--- config.mk ---
export PLATFORM = sky130hd
export DESIGN_NAME = vic_fast_ctrl
export DESIGN_NICKNAME = d
export VERILOG_FILES = /design/src/inc/vic_pkg.sv /design/src/rtl/vic_fast_ctrl.sv
export SDC_FILE = /design/constraint.sdc
export NUM_CORES = 2
export LEC_CHECK = 0
export BUFFER_PORTS_ARGS = -buffer_cell sky130_fd_sc_hd__buf_2
export CAP_MARGIN = 40
export CORE_ASPECT_RATIO = 1.2
export CORE_MARGIN = 2
export CORE_UTILIZATION = 30
export CTS_BUF_LIST = sky130_fd_sc_hd__clkbuf_4 sky130_fd_sc_hd__clkbuf_8 sky130_fd_sc_hd__clkbuf_16
export DETAILED_ROUTE_END_ITERATION = 10
export GPL_TIMING_DRIVEN = 1
export SYNTH_ARGS = -nofsm -noshare
export SYNTH_HDL_FRONTEND = slang
export SYNTH_SLANG_ARGS = --single-unit
--- constraint.sdc ---
create_clock -name i_mclk -period 64.2 [get_ports i_mclk]
set_input_delay 3.21 -clock i_mclk [delete_from_list [all_inputs] [get_ports i_mclk]]
set_output_delay 3.21 -clock i_mclk [all_outputs]
set_load 0.1 [all_outputs]
--- src/inc/vic_pkg.sv ---
// shared constants for the fast interrupt, forcing and protect logic
`default_nettype none
package vic_pkg;
    // default source count and priority stack depth
    localparam int NSRC_DEF = 32;
    localparam int DEPTH_DEF = 8;
    // vector width and vector reset value
    localparam int VEC_W = 32;
    localparam logic [VEC_W-1:0] VEC_RESET = 32'h0000_0000;
    // source mode layout: priority field low, source type above it
    localparam int SMR_W = 7;
    localparam int PRIO_W = 3;
    localparam int SMR_PRIO_LSB = 0;
    localparam int TYPE_W = 2;
    localparam int SMR_TYPE_LSB = 5;
    localparam logic [SMR_W-1:0] SMR_RESET = 7'h00;
    // source type bits: bit 0 selects edge, bit 1 forces active-high
    localparam int TYPE_EDGE_BIT = 0;
    localparam int TYPE_HIGH_BIT = 1;
    // the fast source index
    localparam int FAST_SRC = 0;
endpackage : vic_pkg
`default_nettype wire

--- src/rtl/vic_fast_ctrl.sv ---
// fast interrupt path, fast forcing, protect mode, spurious vector and general mask
`default_nettype none
module vic_fast_ctrl #(
    parameter int NSRC = vic_pkg::NSRC_DEF,
    parameter int DEPTH = vic_pkg::DEPTH_DEF,
    parameter int IW = $clog2(NSRC),
    parameter int SPW = $clog2(DEPTH + 1)
) (
    input wire logic i_mclk,
    input wire logic i_rst,
    input wire logic [NSRC-1:0] i_src,
    input wire logic [NSRC-1:0] i_src_external,
    input wire logic [NSRC-1:0][vic_pkg::TYPE_W-1:0] i_src_type,
    input wire logic [NSRC-1:0][vic_pkg::PRIO_W-1:0] i_src_prio,
    input wire logic [NSRC-1:0] i_src_enable,
    input wire logic i_smr0_wr,
    input wire logic [vic_pkg::SMR_W-1:0] i_smr0_data,
    input wire logic i_svr_wr,
    input wire logic [IW-1:0] i_svr_idx,
    input wire logic [vic_pkg::VEC_W-1:0] i_svr_data,
    input wire logic [vic_pkg::VEC_W-1:0] i_spurious_vector,
    input wire logic i_protect_mode_bit,
    input wire logic i_global_mask_bit,
    input wire logic i_fvr_rd,
    input wire logic i_ivr_rd,
    input wire logic i_ivr_wr,
    input wire logic i_eoi_wr,
    input wire logic i_ffer_wr,
    input wire logic i_ffdr_wr,
    input wire logic i_clear_cmd_wr,
    input wire logic [NSRC-1:0] i_cmd_data,
    output logic o_fast_request_line_n,
    output logic o_normal_request_line_n,
    output logic o_wake,
    output logic [vic_pkg::VEC_W-1:0] o_rd_data,
    output logic [IW-1:0] o_current_source_status,
    output logic [NSRC-1:0] o_pending_status,
    output logic [NSRC-1:0] o_forcing_status,
    output logic [vic_pkg::SMR_W-1:0] o_source_zero_mode
);

    // refuse shapes the index and stack logic cannot serve
    if (NSRC < 2 || NSRC > 32 || DEPTH < 1 || IW != $clog2(NSRC) || SPW != $clog2(DEPTH + 1)) begin : g_bad
        $error("vic_fast_ctrl: unsupported NSRC or DEPTH");
    end

    typedef struct packed {
        logic [NSRC-1:0] sync1;
        logic [NSRC-1:0] sync2;
        logic [NSRC-1:0] act_prev;
        logic [NSRC-1:0] pend_edge;
        logic [NSRC-1:0] pend_q;
        logic [NSRC-1:0] ffsr;
        logic [vic_pkg::SMR_W-1:0] smr0;
        logic [NSRC-1:0][vic_pkg::VEC_W-1:0] svr;
        logic [DEPTH-1:0][vic_pkg::PRIO_W-1:0] stk_lvl;
        logic [DEPTH-1:0][IW-1:0] stk_idx;
        logic [SPW-1:0] sp;
        logic mem_valid;
        logic [IW-1:0] mem_idx;
        logic [vic_pkg::VEC_W-1:0] rd_data;
        logic fiq_n;
        logic irq_n;
        logic wake;
    } vic_state_t;

    vic_state_t st;
    vic_state_t next_st;

    // active polarity: external low/negative unless the high bit is set
    function automatic logic vic_active_high(input logic [vic_pkg::TYPE_W-1:0] typ, input logic ext);
        vic_active_high = typ[vic_pkg::TYPE_HIGH_BIT] | ~ext;
    endfunction

    // source type per source; source zero takes it from its own mode word
    logic [NSRC-1:0][vic_pkg::TYPE_W-1:0] typ;
    logic [NSRC-1:0] act;
    logic [NSRC-1:0] is_edge;
    logic [NSRC-1:0] edge_hit;
    logic [NSRC-1:0] pend_all;
    logic [NSRC-1:0] cand;
    logic [NSRC-1:0] forced;
    logic forcing_in_use;
    logic best_found;
    logic [IW-1:0] best_idx;
    logic [vic_pkg::PRIO_W-1:0] best_prio;
    logic [vic_pkg::PRIO_W-1:0] cur_lvl;
    logic higher;
    logic fast_req;
    logic do_push;
    logic [IW-1:0] push_idx;
    logic [vic_pkg::PRIO_W-1:0] push_lvl;
    logic do_pop;

    // sensitivity decode and level or edge detection
    always_comb begin
        for (int i = 0; i < NSRC; i++) begin
            typ[i] = i_src_type[i];
        end
        typ[vic_pkg::FAST_SRC] = st.smr0[vic_pkg::SMR_TYPE_LSB +: vic_pkg::TYPE_W];
        for (int i = 0; i < NSRC; i++) begin
            act[i] = vic_active_high(typ[i], i_src_external[i]) ? st.sync2[i] : ~st.sync2[i];
            is_edge[i] = typ[i][vic_pkg::TYPE_EDGE_BIT];
        end
        edge_hit = act & ~st.act_prev & is_edge;
        pend_all = (st.pend_edge & is_edge) | (act & ~is_edge);
    end

    // forcing masks and the fast request term
    always_comb begin
        forced = st.ffsr;
        forced[vic_pkg::FAST_SRC] = 1'b0;
        forcing_in_use = |forced;
        fast_req = (i_src_enable[vic_pkg::FAST_SRC] & pend_all[vic_pkg::FAST_SRC])
            | (|(i_src_enable & pend_all & forced));
        cand = i_src_enable & pend_all & ~forced;
        cand[vic_pkg::FAST_SRC] = 1'b0;
    end

    // arbitration: highest priority wins, ties go to the lowest index
    always_comb begin
        best_found = 1'b0;
        best_idx = '0;
        best_prio = '0;
        for (int i = 0; i < NSRC; i++) begin
            if (cand[i] && (!best_found || i_src_prio[i] > best_prio)) begin
                best_found = 1'b1;
                best_idx = IW'(i);
                best_prio = i_src_prio[i];
            end
        end
        cur_lvl = (st.sp != '0) ? st.stk_lvl[st.sp - SPW'(1)] : '0;
        higher = best_found && ((st.sp == '0) || (best_prio > cur_lvl));
    end

    // push and acknowledge: on read in normal mode, on write in protect mode
    always_comb begin
        do_push = 1'b0;
        push_idx = best_idx;
        if (!i_protect_mode_bit) begin
            do_push = i_ivr_rd && higher;
        end else if (i_ivr_wr && st.mem_valid) begin
            do_push = 1'b1;
            push_idx = st.mem_idx;
        end
        if (st.sp == SPW'(DEPTH)) begin
            do_push = 1'b0;
        end
        push_lvl = i_src_prio[push_idx];
        do_pop = i_eoi_wr && !do_push && (st.sp != '0);
    end

    // next state
    always_comb begin
        next_st = st;
        next_st.sync1 = i_src;
        next_st.sync2 = st.sync1;
        next_st.act_prev = act;
        // clear commands; a detected edge in the same cycle wins
        if (i_clear_cmd_wr) begin
            next_st.pend_edge = st.pend_edge & ~i_cmd_data;
        end
        if (i_fvr_rd && is_edge[vic_pkg::FAST_SRC] && !forcing_in_use) begin
            next_st.pend_edge[vic_pkg::FAST_SRC] = 1'b0;
        end
        if (do_push && is_edge[push_idx] && !forced[push_idx]) begin
            next_st.pend_edge[push_idx] = 1'b0;
        end
        next_st.pend_edge = next_st.pend_edge | edge_hit;
        next_st.pend_q = pend_all;
        // forcing status: set wins over disable
        if (i_ffdr_wr) begin
            next_st.ffsr = next_st.ffsr & ~i_cmd_data;
        end
        if (i_ffer_wr) begin
            next_st.ffsr = next_st.ffsr | i_cmd_data;
        end
        next_st.ffsr[vic_pkg::FAST_SRC] = 1'b0;
        if (i_smr0_wr) begin
            next_st.smr0 = i_smr0_data;
        end
        if (i_svr_wr) begin
            next_st.svr[i_svr_idx] = i_svr_data;
        end
        // read data: fast vector, active vector or spurious vector
        if (i_fvr_rd) begin
            next_st.rd_data = st.svr[vic_pkg::FAST_SRC];
        end else if (i_ivr_rd) begin
            next_st.rd_data = higher ? st.svr[best_idx] : i_spurious_vector;
            next_st.mem_valid = higher;
            next_st.mem_idx = best_idx;
        end
        // stack
        if (do_push) begin
            next_st.stk_lvl[st.sp] = push_lvl;
            next_st.stk_idx[st.sp] = push_idx;
            next_st.sp = st.sp + SPW'(1);
            if (i_protect_mode_bit) begin
                next_st.mem_valid = 1'b0;
            end
        end else if (do_pop) begin
            next_st.sp = st.sp - SPW'(1);
        end
        // request lines, masked; wake-up ignores the mask
        next_st.fiq_n = ~(fast_req & ~i_global_mask_bit);
        next_st.irq_n = ~(higher & ~i_global_mask_bit);
        next_st.wake = |(i_src_enable & pend_all);
    end

    // one register for the whole state
    always_ff @(posedge i_mclk) begin
        if (i_rst) begin
            st <= '0;
            st.fiq_n <= 1'b1;
            st.irq_n <= 1'b1;
        end else begin
            st <= next_st;
        end
    end

    // outputs straight from the state register
    assign o_fast_request_line_n = st.fiq_n;
    assign o_normal_request_line_n = st.irq_n;
    assign o_wake = st.wake;
    assign o_rd_data = st.rd_data;
    assign o_current_source_status = (st.sp != '0) ? st.stk_idx[st.sp - SPW'(1)] : '0;
    assign o_pending_status = st.pend_q;
    assign o_forcing_status = st.ffsr;
    assign o_source_zero_mode = st.smr0;

    // the mask keeps both lines high
    property p_gmask;
        @(posedge i_mclk) disable iff (i_rst)
        i_global_mask_bit |=> (o_fast_request_line_n && o_normal_request_line_n);
    endproperty
    a_gmask: assert property (p_gmask) else $error("request line active under mask");

    // wake-up follows pending enabled sources regardless of the mask
    property p_wake;
        @(posedge i_mclk) disable iff (i_rst)
        (i_global_mask_bit && |(i_src_enable & pend_all)) |=> o_wake;
    endproperty
    a_wake: assert property (p_wake) else $error("wake-up blocked by mask");

    // fast line follows its source term
    property p_fast;
        @(posedge i_mclk) disable iff (i_rst)
        (fast_req && !i_global_mask_bit) |=> !o_fast_request_line_n;
    endproperty
    a_fast: assert property (p_fast) else $error("fast line not asserted");

    // fast vector read returns source zero vector
    property p_fvr;
        @(posedge i_mclk) disable iff (i_rst)
        i_fvr_rd |=> (o_rd_data == $past(st.svr[vic_pkg::FAST_SRC]));
    endproperty
    a_fvr: assert property (p_fvr) else $error("fast vector mismatch");

    // spurious read returns the spurious vector and pushes nothing
    property p_spur;
        @(posedge i_mclk) disable iff (i_rst)
        (i_ivr_rd && !i_fvr_rd && !higher && !i_eoi_wr && !i_protect_mode_bit)
            |=> (o_rd_data == $past(i_spurious_vector)) && (st.sp == $past(st.sp));
    endproperty
    a_spur: assert property (p_spur) else $error("spurious read wrong");

    // normal mode read of a higher source pushes one level
    property p_push;
        @(posedge i_mclk) disable iff (i_rst)
        (!i_protect_mode_bit && i_ivr_rd && higher && st.sp != SPW'(DEPTH))
            |=> (st.sp == $past(st.sp) + SPW'(1)) && (o_current_source_status == $past(best_idx));
    endproperty
    a_push: assert property (p_push) else $error("normal read did not push");

    // protect mode reads alone leave the context as it was
    property p_protect;
        @(posedge i_mclk) disable iff (i_rst)
        (i_protect_mode_bit && !i_ivr_wr && !i_eoi_wr) |=> $stable(st.sp) && $stable(o_current_source_status);
    endproperty
    a_protect: assert property (p_protect) else $error("protect read changed context");

    // end of interrupt pops one level
    property p_pop;
        @(posedge i_mclk) disable iff (i_rst)
        (i_eoi_wr && !do_push && st.sp != '0) |=> (st.sp == $past(st.sp) - SPW'(1));
    endproperty
    a_pop: assert property (p_pop) else $error("end of interrupt did not pop");

    // forcing enable sets status bits two cycles on too
    property p_ffer;
        @(posedge i_mclk) disable iff (i_rst)
        (i_ffer_wr && !i_ffdr_wr ##1 !i_ffdr_wr)
            |=> ((o_forcing_status & $past(i_cmd_data, 2)) == ($past(i_cmd_data, 2) & ~NSRC'(1)));
    endproperty
    a_ffer: assert property (p_ffer) else $error("forcing status not set");

    // fast vector read clears an edge source zero when nothing is forced
    property p_fvr_clr;
        @(posedge i_mclk) disable iff (i_rst)
        (i_fvr_rd && is_edge[vic_pkg::FAST_SRC] && !forcing_in_use && !edge_hit[vic_pkg::FAST_SRC])
            |=> !st.pend_edge[vic_pkg::FAST_SRC];
    endproperty
    a_fvr_clr: assert property (p_fvr_clr) else $error("fast read left source zero pending");

    // with forcing in use a fast vector read keeps source zero pending
    property p_fvr_keep;
        @(posedge i_mclk) disable iff (i_rst)
        (i_fvr_rd && forcing_in_use && st.pend_edge[vic_pkg::FAST_SRC] && !i_clear_cmd_wr)
            |=> st.pend_edge[vic_pkg::FAST_SRC];
    endproperty
    a_fvr_keep: assert property (p_fvr_keep) else $error("fast read cleared source zero under forcing");

    // a normal vector read leaves forced edge sources pending
    property p_ivr_forced;
        @(posedge i_mclk) disable iff (i_rst)
        (i_ivr_rd && !i_clear_cmd_wr)
            |=> ((st.pend_edge & $past(forced & st.pend_edge)) == $past(forced & st.pend_edge));
    endproperty
    a_ivr_forced: assert property (p_ivr_forced) else $error("vector read cleared a forced source");

    // request lines and wake-up idle while reset is applied
    property p_rst_idle;
        @(posedge i_mclk)
        i_rst |=> (o_fast_request_line_n && o_normal_request_line_n && !o_wake);
    endproperty
    a_rst_idle: assert property (p_rst_idle) else $error("outputs active after reset");

endmodule : vic_fast_ctrl
`default_nettype wire

==> impl_metrics.yaml <==
logic_synthesis:
  syn_inst: 8283
  synth_area_um2: 63800
  yosys-top-cells-area: "dfxtp_1, nand2_1, a21oi_1, mux2i_1, clkbuf_1"
  yosysWarningCount: 0
  yosysSeqAreaShare: 0.417
  synth_area_per_cell_um2: 7.71
  ys_seq_elements: 1331
  async_flop_share: 0
  synthFlopType: "dfxtp_1"
  synthesis.nets: 8732
  synth_edf_count: 0
  synth.distinct_cells: 110
  yosysTopAreaCell: "dfxtp_1"
  synth_top_area_frac: 0.417
place:
  post-dp-hpwl_um: 173000
  gp_congestion: 0.939
  place_area_um2: 68600
  port_buffers: 484
critical_path:
  slowest_stage: "buf_4"
  critical_path_required_ps: 64850
  cpMostUsedCell: "a21oi_1"
  crit_family: "compound AO/OA/AOI/OAI gates"
  startpoint_type: "input port"
  crit_fanout: 52
  worstSetupPathType: "in2reg"
  cpPeakStageDelay_ps: 840
  cp.arrival_ps: 58220
  path_buf_inv: 22
  cp-end-kind: "flop"
die:
  ioPinCount: 488
  core_um2: 212000
  dieArea_um2: 217000
  rows: 185
  start_util: 0.302
  die_h_um: 509
  die_w_um: 425
sta:
  rsz0062_at_grt: "no"
  max_freq_mhz: 17.4
  whs_ps: 433
  fin_setup_tns_ps: 0
  period_share: 0.897
  layout_min_cycle_time_ps: 57580
  finalSetupViolations: 0
  finalHoldViolations: 0
  worst_slew_pin_slew_ps: 1170
  max_slew_margin: 0.218
  finalClockSkew_ps: 67.6
  maxSlewViolCount: 0
cells_and_area:
  layout_common_cells: "nand2_1, dfxtp_1, a21oi_1, buf_2, mux2i_1"
  fin_util: 0.348
  layout_commonest_cell: "nand2_1"
  fin_area_um2: 73600
  nets: 8740
  fill_cells: 22027
  drive_gt1_frac: 0.132
  area_delta_synth_final_pct: 15.2
power:
  powerDensity_nw_per_um2: 49.9
  peakVddDrop_uv: 81.0
  leakage_nw: 26.3
  p_total_mw: 3.67
route:
  drc: 0
  post_drt_wl_per_cell_um: 23.1
  ant_nets: 0
  first_pass_iters: 8
  drt-initial-drc-count: 6947
  vias: 61326
  wl_um: 259000
  via_per_inst: 5.47
clock_network:
  cts_tree: "done"
  ctsHoldBuffers: 0
  cts_made_buffers: 143
  clockBufferDepth: 3
  clk_pin_slew_worst_paths_ps: 60
  cts_resized: 0
  clock_latency_ps: 810
  clock-root-buffer: "clkbuf_16"
  cts_max_level: 4
  postCtsSetupRepairBufs: 0
  cts.sinks: 1331
min_path:
  hold_path.class: "reg2reg"
global_routing:
  grt_overflow: 0
  grt_pass1_vias: 57903
  grt_max_degree: 239
  use_met3: 0.0351
  met2_usage: 0.376
  grt_most_used_layer: "met2"
  grt_pass1_wl_um: 376000
  grtUsageTotal: 0.229
  grtUsageMet1: 0.280
  antenna_found_initial: 38
run_status:
  status: "completed"
flow_run:
  cap_violations: 0
worst register-to-register path: cells and delay by family (launching register included):
family | cells | cell delay [ps]
compound gates | 132 | 28770
fa+ha+maj | 31 | 8670
buf+inv | 21 | 3890
simple gates | 64 | 10480
mux | 9 | 3080
flops | 1 | 330
cell usage after synthesis (all sizes together), types with 9 or more instances:
master	count
a2111oi	9
a211o	39
a211oi	94
a21boi	16
a21o	16
a21oi	1326
a221oi	81
a22oi	39
a311oi	9
a31oi	20
a32o	10
a41o	13
and2	55
and3	29
buf	195
clkbuf	589
dfxtp	1331
ha	72
inv	139
mux2	21
mux2i	354
mux4	61
nand2	2581
nand2b	67
nand3	113
nand3b	15
nand4	31
nor2	244
nor2b	85
nor3	33
nor3b	39
nor4	18
o2111ai	11
o211a	15
o211ai	32
o21a	19
o21ai	86
o21bai	9
o221ai	36
o22ai	138
o32ai	33
or2	17
or3	12
xnor2	34
worst paths after layout:
kind / from / to / slack, ps / cells past startpoint
max: i_src_type[2] / o_rd_data[29]$_SDFFE_PP0P_ / 6620 / 258
min: st[1244]$_SDFF_PP0_ / st[1212]$_SDFF_PP0_ / 430 / 1
max reg2reg: st[1269]$_SDFF_PP0_ / o_rd_data[29]$_SDFFE_PP0P_ / 8810 / 257
min reg2reg: st[1244]$_SDFF_PP0_ / st[1212]$_SDFF_PP0_ / 430 / 1
sequential cells by signal, indices dropped and copies added (netlist names):
signal,cells
o_rd_data,32
next_st,32
o_normal_request_line_n,1
o_pending_status,32
o_forcing_status,31
o_fast_request_line_n,1
o_source_zero_mode,7
o_wake,1
st,1194
area by class of cell:
type	count	area [um^2]	area share
Multi-Input combinational cell	6029	33400	0.455
Sequential cell	1331	26600	0.362
Inverter	139	522	0.00709
Timing Repair Buffer	647	4440	0.0603
Clock inverter	35	559	0.00760
Antenna cell	17	42.5	0.000578
Tap cell	2805	3510	0.0477
Clock buffer	218	4400	0.0598
report_power, final:
part | internal [mW] | switching, mW | total (mW)
Clock | 0.495 | 0.368 | 0.863
Sequential | 0.856 | 0.0237 | 0.879
Combinational | 0.555 | 1.37 | 1.93
routing by layer:
metal,up-vias,part of all wire
li1,28262,-
met1,29394,0.39
met2,2997,0.46
met3,665,0.081
met4,8,0.069
met5,-,0.00024
cells by family (layout without fill, tap and decap cells):
| family | count (synthesis) | in the layout | synth area share |
|---|---|---|---|
| AOI/OAI and AO/OA | 2112 | 2112 | 0.200 |
| xor gates and xnor gates | 35 | 35 | 0.00480 |
| adders and majority gates | 73 | 73 | 0.0143 |
| buffers and inverters | 923 | 1039 | 0.0623 |
| DFF | 1331 | 1331 | 0.417 |
| muxes | 436 | 436 | 0.0807 |
| other | 1 | 18 | 0.0000587 |
| and+or+nand+nor | 3372 | 3372 | 0.220 |
metrics by stage:
step                      std cells  setup slack, ps
after global placement        10888             6810
after detailed placement      10951             6580
after floorplan                8283            17490
after CTS                     11204             7270
after global routing          11213             2300
final                         11221             6620
(Power assumes the default switching activity.)
